File: config.mk
export PLATFORM = sky130hd
export DESIGN_NAME = sdf_filter
export DESIGN_NICKNAME = d
export VERILOG_FILES = /design/src/logic/sdf_pkg.sv /design/src/logic/sdf_cfg_decode.sv /design/src/logic/sdf_cic.sv /design/src/logic/sdf_filter.sv
export SDC_FILE = /design/constraint.sdc
export NUM_CORES = 2
export LEC_CHECK = 0
export BUFFER_PORTS_ARGS = -buffer_cell sky130_fd_sc_hd__buf_2
export CORE_ASPECT_RATIO = 0.8
export CORE_MARGIN = 2
export CORE_UTILIZATION = 35
export CTS_BUF_LIST = sky130_fd_sc_hd__clkbuf_8
export DETAILED_ROUTE_END_ITERATION = 10
export GPL_TIMING_DRIVEN = 0
export HOLD_SLACK_MARGIN = 0.1
export PLACE_DENSITY = 0.51
export SLEW_MARGIN = 20
export SYNTH_ARGS = -nofsm -noshare
export SYNTH_HDL_FRONTEND = slang
export SYNTH_HIERARCHICAL = 1
export SYNTH_SLANG_ARGS = --single-unit
File: constraint.sdc
create_clock -name CLK_SYS_IN -period 9.9 [get_ports CLK_SYS_IN]
set_input_delay 1.98 -clock CLK_SYS_IN [delete_from_list [all_inputs] [get_ports CLK_SYS_IN]]
set_output_delay 1.98 -clock CLK_SYS_IN [all_outputs]
set_load 0.005 [all_outputs]
File: src/logic/sdf_pkg.sv
// constants, register map and rate tables for the decimation filter chain
package sdf_pkg;
	// clocks
	localparam int unsigned SYS_CLK_HZ = 125_000_000;
	localparam int unsigned MCLK_NOMINAL_HZ = 2_000_000;
	localparam int unsigned MCLK_PER_MOD = 2;
	localparam int unsigned SINC5_ORDER = 5;
	localparam int unsigned SINC3_ORDER = 3;
	localparam int unsigned SINC1_ORDER = 1;
	localparam logic [19:0] SINC5_DEC = 20'h0_0020;
	localparam int unsigned SINC3_DEC_UNIT_LOG2 = 5;
	// widths
	localparam int unsigned MOD_W = 2;
	localparam int unsigned S5_W = 27;
	localparam int unsigned S1_W = 40;
	localparam int unsigned S3_W = 64;
	localparam int unsigned RESULT_W = 64;
	localparam int unsigned LEN_W = 12;
	localparam int unsigned DEC_W = 20;
	localparam int unsigned NUM_SETUPS = 8;
	localparam int unsigned SETUP_W = 3;
	localparam int unsigned CFG_W = 16;
	// fill counts: sinc5 outputs dropped after a restart, sinc3 outputs before settled
	localparam logic [2:0] SINC5_FILL = 3'h4;
	localparam logic [2:0] SINC3_FILL = 3'h2;
	// sinc1 length at and above which the combined path settles in one cycle
	localparam logic [11:0] SINGLE_CYCLE_LEN = 12'h00C;
	// apb register byte offsets
	localparam logic [7:0] MODE_CTRL_OFS = 8'h00;
	localparam logic [7:0] FILTER_STATUS_OFS = 8'h04;
	localparam logic [7:0] RESULT_LO_OFS = 8'h08;
	localparam logic [7:0] RESULT_HI_OFS = 8'h0C;
	localparam logic [7:0] FILTER_CONFIG_BASE = 8'h20;
	// field positions
	localparam int unsigned MODE_SETTLED_BIT = 0;
	localparam int unsigned CFG_MAP_BIT = 15;
	localparam int unsigned CFG_RATE_LSB = 0;
	localparam int unsigned CFG_RATE_W = 4;
	localparam int unsigned CFG_TYPE_BIT = 5;
	localparam int unsigned CFG_ENH_EN_BIT = 11;
	localparam int unsigned CFG_ENH_LSB = 8;
	localparam int unsigned CFG_ENH_W = 2;
	localparam int unsigned STAT_SETUP_LSB = 0;
	localparam int unsigned STAT_SO_BIT = 4;
	localparam int unsigned STAT_STATE_LSB = 8;
	localparam int unsigned STAT_COUNT_LSB = 16;
	// reset values
	localparam logic [15:0] FILTER_CONFIG_RST = 16'h0005;
	localparam logic [31:0] MODE_CTRL_RST = 32'h0000_0000;
	// sinc1 lengths in sinc5 samples (31.25 kSPS base) for each rate code
	localparam logic [11:0] RATE_LEN [0:15] = '{
		12'h001, 12'h002, 12'h004, 12'h006, 12'h00C, 12'h019, 12'h032, 12'h064,
		12'h0FA, 12'h1F4, 12'h271, 12'h3E8, 12'h4E2, 12'h5DC, 12'h9C4, 12'hC35};
	// enhanced 50/60 Hz post-filter lengths: 27.27, 25, 20, 16.667 SPS
	localparam logic [11:0] ENH_LEN [0:3] = '{12'h47A, 12'h4E2, 12'h61A, 12'h753};
	typedef enum logic [1:0] {
		ST_IDLE = 2'b00,
		ST_FILL = 2'b01,
		ST_RUN = 2'b10
	} conv_state_t;
endpackage

File: src/logic/sdf_cfg_decode.sv
// turns one filter configuration word into path, lengths and settling facts
`timescale 1ns/10ps
module sdf_cfg_decode import sdf_pkg::*; (
	input wire logic [CFG_W-1:0] cfg_in,
	output logic use_sinc3_out,
	output logic [LEN_W-1:0] avg_len_out,
	output logic [DEC_W-1:0] s3_dec_out,
	output logic single_cycle_out
);
	logic [LEN_W-1:0] rate_len;
	logic [CFG_RATE_W-1:0] rate_code;
	logic [CFG_ENH_W-1:0] enh_code;
	logic enh_on;

	assign rate_code = cfg_in[CFG_RATE_LSB +: CFG_RATE_W];
	assign enh_code = cfg_in[CFG_ENH_LSB +: CFG_ENH_W];
	assign rate_len = RATE_LEN[rate_code];
	// direct map overrides every other field and forces sinc3
	assign use_sinc3_out = cfg_in[CFG_MAP_BIT] | cfg_in[CFG_TYPE_BIT];
	// enhanced post-filter only rides on the combined path
	assign enh_on = cfg_in[CFG_ENH_EN_BIT] && !use_sinc3_out;
	assign avg_len_out = enh_on ? ENH_LEN[enh_code] : rate_len;
	// direct map: decimation = 32 x word[14:0], modulator-rate units
	assign s3_dec_out = cfg_in[CFG_MAP_BIT] ?
		DEC_W'({cfg_in[CFG_MAP_BIT-1:0], SINC3_DEC_UNIT_LOG2'(0)}) :
		DEC_W'({rate_len, SINC3_DEC_UNIT_LOG2'(0)});
	assign single_cycle_out = !use_sinc3_out && (avg_len_out >= SINGLE_CYCLE_LEN);
endmodule // sdf_cfg_decode

File: src/logic/sdf_cic.sv
// cascaded integrator-comb decimator with run-time decimation factor
`timescale 1ns/10ps
module sdf_cic import sdf_pkg::*; #(
	parameter int unsigned ORDER = 3,
	parameter int unsigned IN_W = 2,
	parameter int unsigned W = 64,
	parameter int unsigned DW = 20
) (
	input wire logic clk_in,
	input wire logic rst_b_in,
	input wire logic clear_in,
	input wire logic valid_in,
	input wire logic signed [IN_W-1:0] data_in,
	input wire logic [DW-1:0] dec_in,
	output logic valid_out,
	output logic signed [W-1:0] data_out
);
	logic signed [W-1:0] integ_q [1:ORDER];
	logic signed [W-1:0] integ_in [0:ORDER-1];
	logic signed [W-1:0] comb [0:ORDER];
	logic signed [W-1:0] dly_q [0:ORDER-1];
	logic [DW-1:0] cnt_q;
	logic hit_q;
	logic signed [W-1:0] data_q;
	logic valid_q;

	// inputs are sparse, so the comb runs a cycle after the last integrate
	assign integ_in[0] = W'(data_in);
	assign comb[0] = integ_q[ORDER];
	genvar k;
	generate
		for (k = 0; k < ORDER; k++) begin : g_stage
			if (k > 0) begin : g_chain
				assign integ_in[k] = integ_q[k];
			end
			always_ff @(posedge clk_in or negedge rst_b_in) begin
				if (!rst_b_in) begin
					integ_q[k+1] <= '0;
					dly_q[k] <= '0;
				end else if (clear_in) begin
					integ_q[k+1] <= '0;
					dly_q[k] <= '0;
				end else begin
					if (valid_in) begin
						integ_q[k+1] <= integ_q[k+1] + integ_in[k];
					end
					if (hit_q) begin
						dly_q[k] <= comb[k];
					end
				end
			end
			assign comb[k+1] = comb[k] - dly_q[k];
		end
	endgenerate

	always_ff @(posedge clk_in or negedge rst_b_in) begin
		if (!rst_b_in) begin
			cnt_q <= '0;
			hit_q <= 1'b0;
		end else if (clear_in) begin
			cnt_q <= '0;
			hit_q <= 1'b0;
		end else begin
			hit_q <= valid_in && (cnt_q >= dec_in - DW'(1));
			if (valid_in) begin
				cnt_q <= (cnt_q >= dec_in - DW'(1)) ? '0 : cnt_q + DW'(1);
			end
		end
	end

	always_ff @(posedge clk_in or negedge rst_b_in) begin
		if (!rst_b_in) begin
			valid_q <= 1'b0;
			data_q <= '0;
		end else begin
			valid_q <= hit_q && !clear_in;
			if (hit_q) begin
				data_q <= comb[ORDER];
			end
		end
	end

	assign valid_out = valid_q;
	assign data_out = data_q;
endmodule // sdf_cic

File: src/logic/sdf_filter.sv
// sigma-delta decimation filter chain with apb setup registers
//
// Added by the designer: the placing of the registers and register access over APB.
`timescale 1ns/10ps
module sdf_filter import sdf_pkg::*; #(
	parameter int unsigned MCLK_HZ = MCLK_NOMINAL_HZ
) (
	input wire logic CLK_SYS_IN,
	input wire logic RST_B_IN,
	input wire logic PSEL_IN,
	input wire logic PENABLE_IN,
	input wire logic PWRITE_IN,
	input wire logic [7:0] PADDR_IN,
	input wire logic [31:0] PWDATA_IN,
	output logic [31:0] PRDATA_OUT,
	output logic PREADY_OUT,
	output logic PSLVERR_OUT,
	input wire logic MOD_BIT_IN,
	output logic MOD_TICK_OUT,
	input wire logic CONV_START_IN,
	input wire logic [SETUP_W-1:0] SETUP_SEL_IN,
	input wire logic MULTI_CHANNEL_IN,
	output logic DATA_READY_OUT,
	output logic [RESULT_W-1:0] RESULT_OUT,
	output logic [SETUP_W-1:0] RESULT_SETUP_OUT
);
	// modulator sample period in system clocks
	localparam int unsigned MOD_HZ = MCLK_HZ / MCLK_PER_MOD;
	localparam int unsigned MOD_DIV = SYS_CLK_HZ / MOD_HZ;
	localparam int unsigned DIV_W = $clog2(MOD_DIV + 1);

	logic [CFG_W-1:0] cfg_q [0:NUM_SETUPS-1];
	logic [31:0] mode_q;
	logic [DIV_W-1:0] div_q;
	logic mod_tick_q;
	conv_state_t state_q;
	conv_state_t state_d;
	logic [SETUP_W-1:0] setup_q;
	logic [CFG_W-1:0] act_cfg_q;
	logic [2:0] s5_skip_q;
	logic [2:0] s3_skip_q;
	logic clear_q;
	logic ready_q;
	logic [RESULT_W-1:0] result_q;
	logic [SETUP_W-1:0] result_setup_q;
	logic [15:0] count_q;
	logic use_sinc3;
	logic [LEN_W-1:0] avg_len;
	logic [DEC_W-1:0] s3_dec;
	logic single_cycle;
	logic settled_only;
	logic restart;
	logic signed [MOD_W-1:0] mod_val;
	logic s5_valid;
	logic signed [S5_W-1:0] s5_data;
	logic s1_valid;
	logic signed [S1_W-1:0] s1_data;
	logic s3_valid;
	logic signed [S3_W-1:0] s3_data;
	logic fin_valid;
	logic [RESULT_W-1:0] fin_data;
	logic deliver;
	logic apb_access;
	logic apb_write;
	logic addr_cfg;
	logic [SETUP_W-1:0] addr_idx;
	logic addr_ok;

	// modulator strobe at half the master clock
	always_ff @(posedge CLK_SYS_IN or negedge RST_B_IN) begin
		if (!RST_B_IN) begin
			div_q <= '0;
			mod_tick_q <= 1'b0;
		end else begin
			mod_tick_q <= (div_q == DIV_W'(MOD_DIV - 1));
			div_q <= (div_q == DIV_W'(MOD_DIV - 1)) ? '0 : div_q + DIV_W'(1);
		end
	end

	assign MOD_TICK_OUT = mod_tick_q;
	assign mod_val = MOD_BIT_IN ? MOD_W'(1) : -MOD_W'(1);

	// apb slave, zero wait states
	assign apb_access = PSEL_IN && PENABLE_IN;
	assign apb_write = apb_access && PWRITE_IN;
	assign addr_cfg = (PADDR_IN >= FILTER_CONFIG_BASE) &&
		(PADDR_IN < FILTER_CONFIG_BASE + 8'(NUM_SETUPS * 4)) && (PADDR_IN[1:0] == 2'b00);
	assign addr_idx = SETUP_W'((PADDR_IN - FILTER_CONFIG_BASE) >> 2);
	assign addr_ok = addr_cfg || (PADDR_IN == MODE_CTRL_OFS) ||
		(PADDR_IN == FILTER_STATUS_OFS) || (PADDR_IN == RESULT_LO_OFS) ||
		(PADDR_IN == RESULT_HI_OFS);
	assign PREADY_OUT = 1'b1;
	assign PSLVERR_OUT = apb_access && !addr_ok;

	always_comb begin
		PRDATA_OUT = '0;
		if (addr_cfg) begin
			PRDATA_OUT = 32'(cfg_q[addr_idx]);
		end else begin
			case (PADDR_IN)
				MODE_CTRL_OFS: PRDATA_OUT = mode_q;
				FILTER_STATUS_OFS: begin
					PRDATA_OUT[STAT_SETUP_LSB +: SETUP_W] = result_setup_q;
					PRDATA_OUT[STAT_SO_BIT] = settled_only;
					PRDATA_OUT[STAT_STATE_LSB +: 2] = state_q;
					PRDATA_OUT[STAT_COUNT_LSB +: 16] = count_q;
				end
				RESULT_LO_OFS: PRDATA_OUT = result_q[31:0];
				RESULT_HI_OFS: PRDATA_OUT = result_q[63:32];
				default: PRDATA_OUT = '0;
			endcase
		end
	end

	// one config word per setup
	genvar g;
	generate
		for (g = 0; g < NUM_SETUPS; g++) begin : g_cfg
			always_ff @(posedge CLK_SYS_IN or negedge RST_B_IN) begin
				if (!RST_B_IN) begin
					cfg_q[g] <= FILTER_CONFIG_RST;
				end else if (apb_write && addr_cfg && addr_idx == SETUP_W'(g)) begin
					cfg_q[g] <= PWDATA_IN[CFG_W-1:0];
				end
			end
		end
	endgenerate

	always_ff @(posedge CLK_SYS_IN or negedge RST_B_IN) begin
		if (!RST_B_IN) begin
			mode_q <= MODE_CTRL_RST;
		end else if (apb_write && PADDR_IN == MODE_CTRL_OFS) begin
			mode_q <= {31'h0000_0000, PWDATA_IN[MODE_SETTLED_BIT]};
		end
	end

	// setup chosen at conversion start follows the channel
	always_ff @(posedge CLK_SYS_IN or negedge RST_B_IN) begin
		if (!RST_B_IN) begin
			setup_q <= '0;
			act_cfg_q <= FILTER_CONFIG_RST;
		end else if (CONV_START_IN) begin
			setup_q <= SETUP_SEL_IN;
			act_cfg_q <= cfg_q[SETUP_SEL_IN];
		end
	end

	sdf_cfg_decode u_decode (
		.cfg_in(act_cfg_q),
		.use_sinc3_out(use_sinc3),
		.avg_len_out(avg_len),
		.s3_dec_out(s3_dec),
		.single_cycle_out(single_cycle)
	);

	// settled-only is void when already single cycle or scanning
	assign settled_only = mode_q[MODE_SETTLED_BIT] && !MULTI_CHANNEL_IN && !single_cycle;

	// sinc5 fixed at modulator/32 = 31.25 kSPS
	sdf_cic #(.ORDER(SINC5_ORDER), .IN_W(MOD_W), .W(S5_W), .DW(DEC_W)) u_sinc5 (
		.clk_in(CLK_SYS_IN),
		.rst_b_in(RST_B_IN),
		.clear_in(clear_q),
		.valid_in(mod_tick_q && !use_sinc3 && state_q != ST_IDLE),
		.data_in(mod_val),
		.dec_in(SINC5_DEC),
		.valid_out(s5_valid),
		.data_out(s5_data)
	);

	// sinc1 length alone sets the combined rate enhanced lengths ride here
	sdf_cic #(.ORDER(SINC1_ORDER), .IN_W(S5_W), .W(S1_W), .DW(LEN_W)) u_sinc1 (
		.clk_in(CLK_SYS_IN),
		.rst_b_in(RST_B_IN),
		.clear_in(clear_q),
		.valid_in(s5_valid && s5_skip_q == 3'h0),
		.data_in(s5_data),
		.dec_in(avg_len),
		.valid_out(s1_valid),
		.data_out(s1_data)
	);

	sdf_cic #(.ORDER(SINC3_ORDER), .IN_W(MOD_W), .W(S3_W), .DW(DEC_W)) u_sinc3 (
		.clk_in(CLK_SYS_IN),
		.rst_b_in(RST_B_IN),
		.clear_in(clear_q),
		.valid_in(mod_tick_q && use_sinc3 && state_q != ST_IDLE),
		.data_in(mod_val),
		.dec_in(s3_dec),
		.valid_out(s3_valid),
		.data_out(s3_data)
	);

	assign fin_valid = use_sinc3 ? s3_valid : s1_valid;
	assign fin_data = use_sinc3 ? RESULT_W'(s3_data) : RESULT_W'(s1_data);
	// sinc3 drops fill outputs only in settled-only mode
	// a start in the same cycle discards the result that was about to leave
	assign deliver = fin_valid && state_q == ST_RUN && !CONV_START_IN &&
		(!use_sinc3 || s3_skip_q == 3'h0);
	// settled-only restarts after each result so the next one is settled
	assign restart = CONV_START_IN || (deliver && settled_only);

	always_comb begin
		state_d = state_q;
		case (state_q)
			ST_IDLE: begin
				if (CONV_START_IN) begin
					state_d = ST_FILL;
				end
			end
			ST_FILL: state_d = ST_RUN;
			ST_RUN: begin
				if (restart) begin
					state_d = ST_FILL;
				end
			end
			default: state_d = ST_IDLE;
		endcase
	end

	always_ff @(posedge CLK_SYS_IN or negedge RST_B_IN) begin
		if (!RST_B_IN) begin
			state_q <= ST_IDLE;
			clear_q <= 1'b0;
		end else begin
			state_q <= state_d;
			clear_q <= restart;
		end
	end

	// sinc5 fill discarded after every restart so one cycle settles
	always_ff @(posedge CLK_SYS_IN or negedge RST_B_IN) begin
		if (!RST_B_IN) begin
			s5_skip_q <= SINC5_FILL;
		end else if (restart) begin
			s5_skip_q <= SINC5_FILL;
		end else if (s5_valid && s5_skip_q != 3'h0) begin
			s5_skip_q <= s5_skip_q - 3'h1;
		end
	end

	// three sinc3 periods per settled result in settled-only mode
	always_ff @(posedge CLK_SYS_IN or negedge RST_B_IN) begin
		if (!RST_B_IN) begin
			s3_skip_q <= '0;
		end else if (restart) begin
			s3_skip_q <= (mode_q[MODE_SETTLED_BIT] && !MULTI_CHANNEL_IN) ? SINC3_FILL : 3'h0;
		end else if (s3_valid && state_q == ST_RUN && s3_skip_q != 3'h0) begin
			s3_skip_q <= s3_skip_q - 3'h1;
		end
	end

	// result, setup index and ready pulse
	always_ff @(posedge CLK_SYS_IN or negedge RST_B_IN) begin
		if (!RST_B_IN) begin
			ready_q <= 1'b0;
			result_q <= '0;
			result_setup_q <= '0;
			count_q <= '0;
		end else begin
			ready_q <= deliver;
			if (deliver) begin
				result_q <= fin_data;
				result_setup_q <= setup_q;
				count_q <= count_q + 16'h0001;
			end
		end
	end

	assign DATA_READY_OUT = ready_q;
	assign RESULT_OUT = result_q;
	assign RESULT_SETUP_OUT = result_setup_q;
endmodule // sdf_filter

==> reports/results.txt <==
flop and latch count out of synthesis: 1,172
I/O pin count: 154
Worst R2R Path Depth: 41
Ys Warns: 6
WL/cell: 20.6 µm
Pleak: 0.0480 µW
critical path's slowest cell: a2111oi_1
chip width: 570 µm
VDD IR-drop max: 129 µV
Netlist Area Pre-Place: 0.0898 mm²
first-pass GRT wire length: 444 mm
clock latency on the worst-skew pair: 0.99 ns
CP Capture Type: flop
H-tree depth: 4
instance count on the critical path: 41
Startpoint Class: flop
Detail Placement HPWL: 226 mm
CTS buffer count: 218
Async S/R FF share, synth: 100%
WP data required: 10.71 ns
GPL Wtd Cong: 0.901
All-Layer GR Usage: 21.7%
Slew Viols, Final: 0
clock slew at reported path FFs: 0.06 ns
unrepaired setup endpoints after global routing: no
Worst Setup SP: u_sinc3/comb[192]
Vias: 74,900
Nets: 11,300
CTS hold repair buffers: 0
Achievable Freq: 109 MHz
number of global-route vias before repair: 72,600
floorplan row count: 166
final wirelength: 288 mm
Buf/Inv on CP: 3
GRT overflow: 0
Reg area: 0.0294 mm²
CP max FO: 8
max cap viols: 0
DRT iter0 DRCs: 5,217
clk_skew: 0.0868 ns
post-synth cell types: 130
arrival time at the worst endpoint: 9.98 ns
Crit path max-delay family: compound AO/OA/AOI/OAI gates
pwr dens: 106 mW/mm²
initial antenna violation count: 18
TritonCTS sink count: 1,172
Seq/Total Area, Yosys: 32.7%
PortBufs: 132
ratio of cells with drive above 1 in the final layout: 9.65%
Worst Min Path Start: count_q[15]
PnR worst setup slack: 0.727 ns
Tightest Pin Transition: 1.15 ns
Main synth FF type: dfrtp_1
pre-CTS WS: 0.479 ns
Post-route DRC: 0
remaining antenna violation count: 0
CP dominant cell by count: a21oi_1
Chip Height: 457 µm
fin crit period: 9.17 ns
Final Setup Violations: 0
CTS max path bufs: 3
drt first pass iters: 6
core area: 0.255 mm²
syn avg cell area: 9.00 µm²
crit share post-route: 92.7%
WHS Path Cells: 1
cells after synthesis: 9,972
final hold violation count: 0
Die Area: 0.261 mm²
HP Class: reg -> reg
critical path class: reg -> reg
number of synthesized flops with an enable pin: 0
Multi-input gate area: 0.0566 mm²
initial core utilization: 35.1%
Post-Route Setup TNS: 0 ns
largest net degree at the start of global routing: 131
Reg-to-Reg Start: u_sinc3/comb[192]
status: complete, no violations
Via density: 5.37
CTS tree: yes
Layout Area Growth over Synthesis: 11.5%
Rel. slew slack: 21.4%
highest cell delay on the worst timing path: 0.45 ns
root buffer cell: clkbuf_8
Fill cells: 25,600
## metrics by stage
step                      utilization [%]  std cells  total power [µW]  hold WS (ns)  area, µm²
after global routing                 39.2      13900             11100         0.500     100000
after floorplan                         -      10000              5240         0.435      90000
after global placement               37.1      13500              5560         0.465      94800
final                                39.2      13900             10600         0.485     100000
after CTS                            39.2      13900             10800         0.483     100000
after detailed placement             37.3      13500              5580         0.475      95200
## cell usage in the layout, fill, tap and decap left out, types with 100 or more instances in the layout
| master | instances |
|---|---|
| nand3_1 | 180 |
| nand2b_1 | 126 |
| nor3_1 | 112 |
| nand2_1 | 673 |
| ha_1 | 786 |
| o21bai_1 | 133 |
| inv_1 | 655 |
| clkbuf_1 | 330 |
| xor2_1 | 245 |
| mux2_2 | 273 |
| mux2i_1 | 595 |
| buf_2 | 166 |
| clkbuf_8 | 282 |
| o21ai_0 | 542 |
| a21oi_1 | 786 |
| xnor2_1 | 470 |
| a21o_1 | 478 |
| nor2_1 | 957 |
| and3_1 | 100 |
| dfrtp_1 | 1152 |
| nand4_1 | 128 |
## what timing repair did
action	4_1_cts	5_1_grt
resized for setup	0	7
buffers inserted	0	0
endpoints found under the setup margin	0	4
## Yosys cell counts (112+ instances only)
| cell | n | share of area [%] |
|---|---|---|
| clkbuf_1 | 339 | 1.4 |
| inv_1 | 588 | 2.5 |
| xnor2_1 | 470 | 4.6 |
| o21bai_1 | 133 | 1.1 |
| nor3_1 | 112 | 0.62 |
| mux2i_1 | 595 | 6.6 |
| nand2_1 | 673 | 2.8 |
| o21ai_0 | 545 | 3.0 |
| a21o_1 | 478 | 4.0 |
| nor2_1 | 958 | 4.0 |
| dfrtp_1 | 1153 | 32 |
| nand2b_1 | 126 | 0.88 |
| nand4_1 | 128 | 0.89 |
| mux2_2 | 273 | 3.4 |
| xor2_1 | 245 | 2.4 |
| a21oi_1 | 788 | 4.4 |
| ha_1 | 786 | 11 |
| nand3_1 | 180 | 1.0 |
## routing by layer
metal / vias up / track usage [%] / routed length [µm]
met4: 10 / 5.73 / 7140
met5: - / 0 / 64
met2: 1875 / 30.5 / 114000
met1: 36100 / 33.9 / 150000
li1: 36600 / - / -
met3: 351 / 3.25 / 15700
## layout make-up
type | instances | area share, %
Antenna cell | 16 | 0.0400
Buffer | 452 | 1.85
Clock buffer | 282 | 3.88
Clock inverter | 114 | 0.906
Inverter | 590 | 2.22
Multi-Input combinational cell | 7818 | 56.6
Sequential cell | 1172 | 29.3
Tap cell | 3360 | 4.20
Timing Repair Buffer | 145 | 1.02
## power by group
part	switching [µW]	internal, µW
Clock	2250	2890
Combinational	451	175
Sequential	42.7	4820
Total	2750	7890
## state kept, by name (all words and copies together) (netlist names), 64 cells and up
| name | cells |
|---|---|
| u_sinc3/dly_q | 192 |
| u_sinc3/comb | 64 |
| u_sinc3/data_out | 64 |
| RESULT_OUT | 64 |
| u_sinc5/dly_q | 135 |
| u_sinc5/integ_in | 108 |
| u_sinc3/integ_in | 128 |
| cfg_q | 128 |
## logic make-up after synthesis
kind of cell,synth area share [%]
buffers and inverters,4.52
multiplexers,11.4
AND/OR/NAND/NOR,13.4
other,0.0125
flip-flops,32.7
adder cells (fa/ha/maj),11.4
XOR/XNOR,7.05
AO/OA/AOI/OAI,19.6
## final timing paths
| check | slack (ns) | end |
|---|---|---|
| worst max-delay path | 0.73 | u_sinc3/data_out[63] |
| worst min register to register | 0.48 | count_q[15] |
| max in group asynchronous | 6.92 | u_sinc3/integ_in[107] |
| worst min-delay path | 0.48 | count_q[15] |
| worst max register to register | 0.73 | u_sinc3/data_out[63] |
| min in group asynchronous | 0.89 | u_sinc3/data_out[16] |
Note: power is estimated with default switching activity, not from simulation.
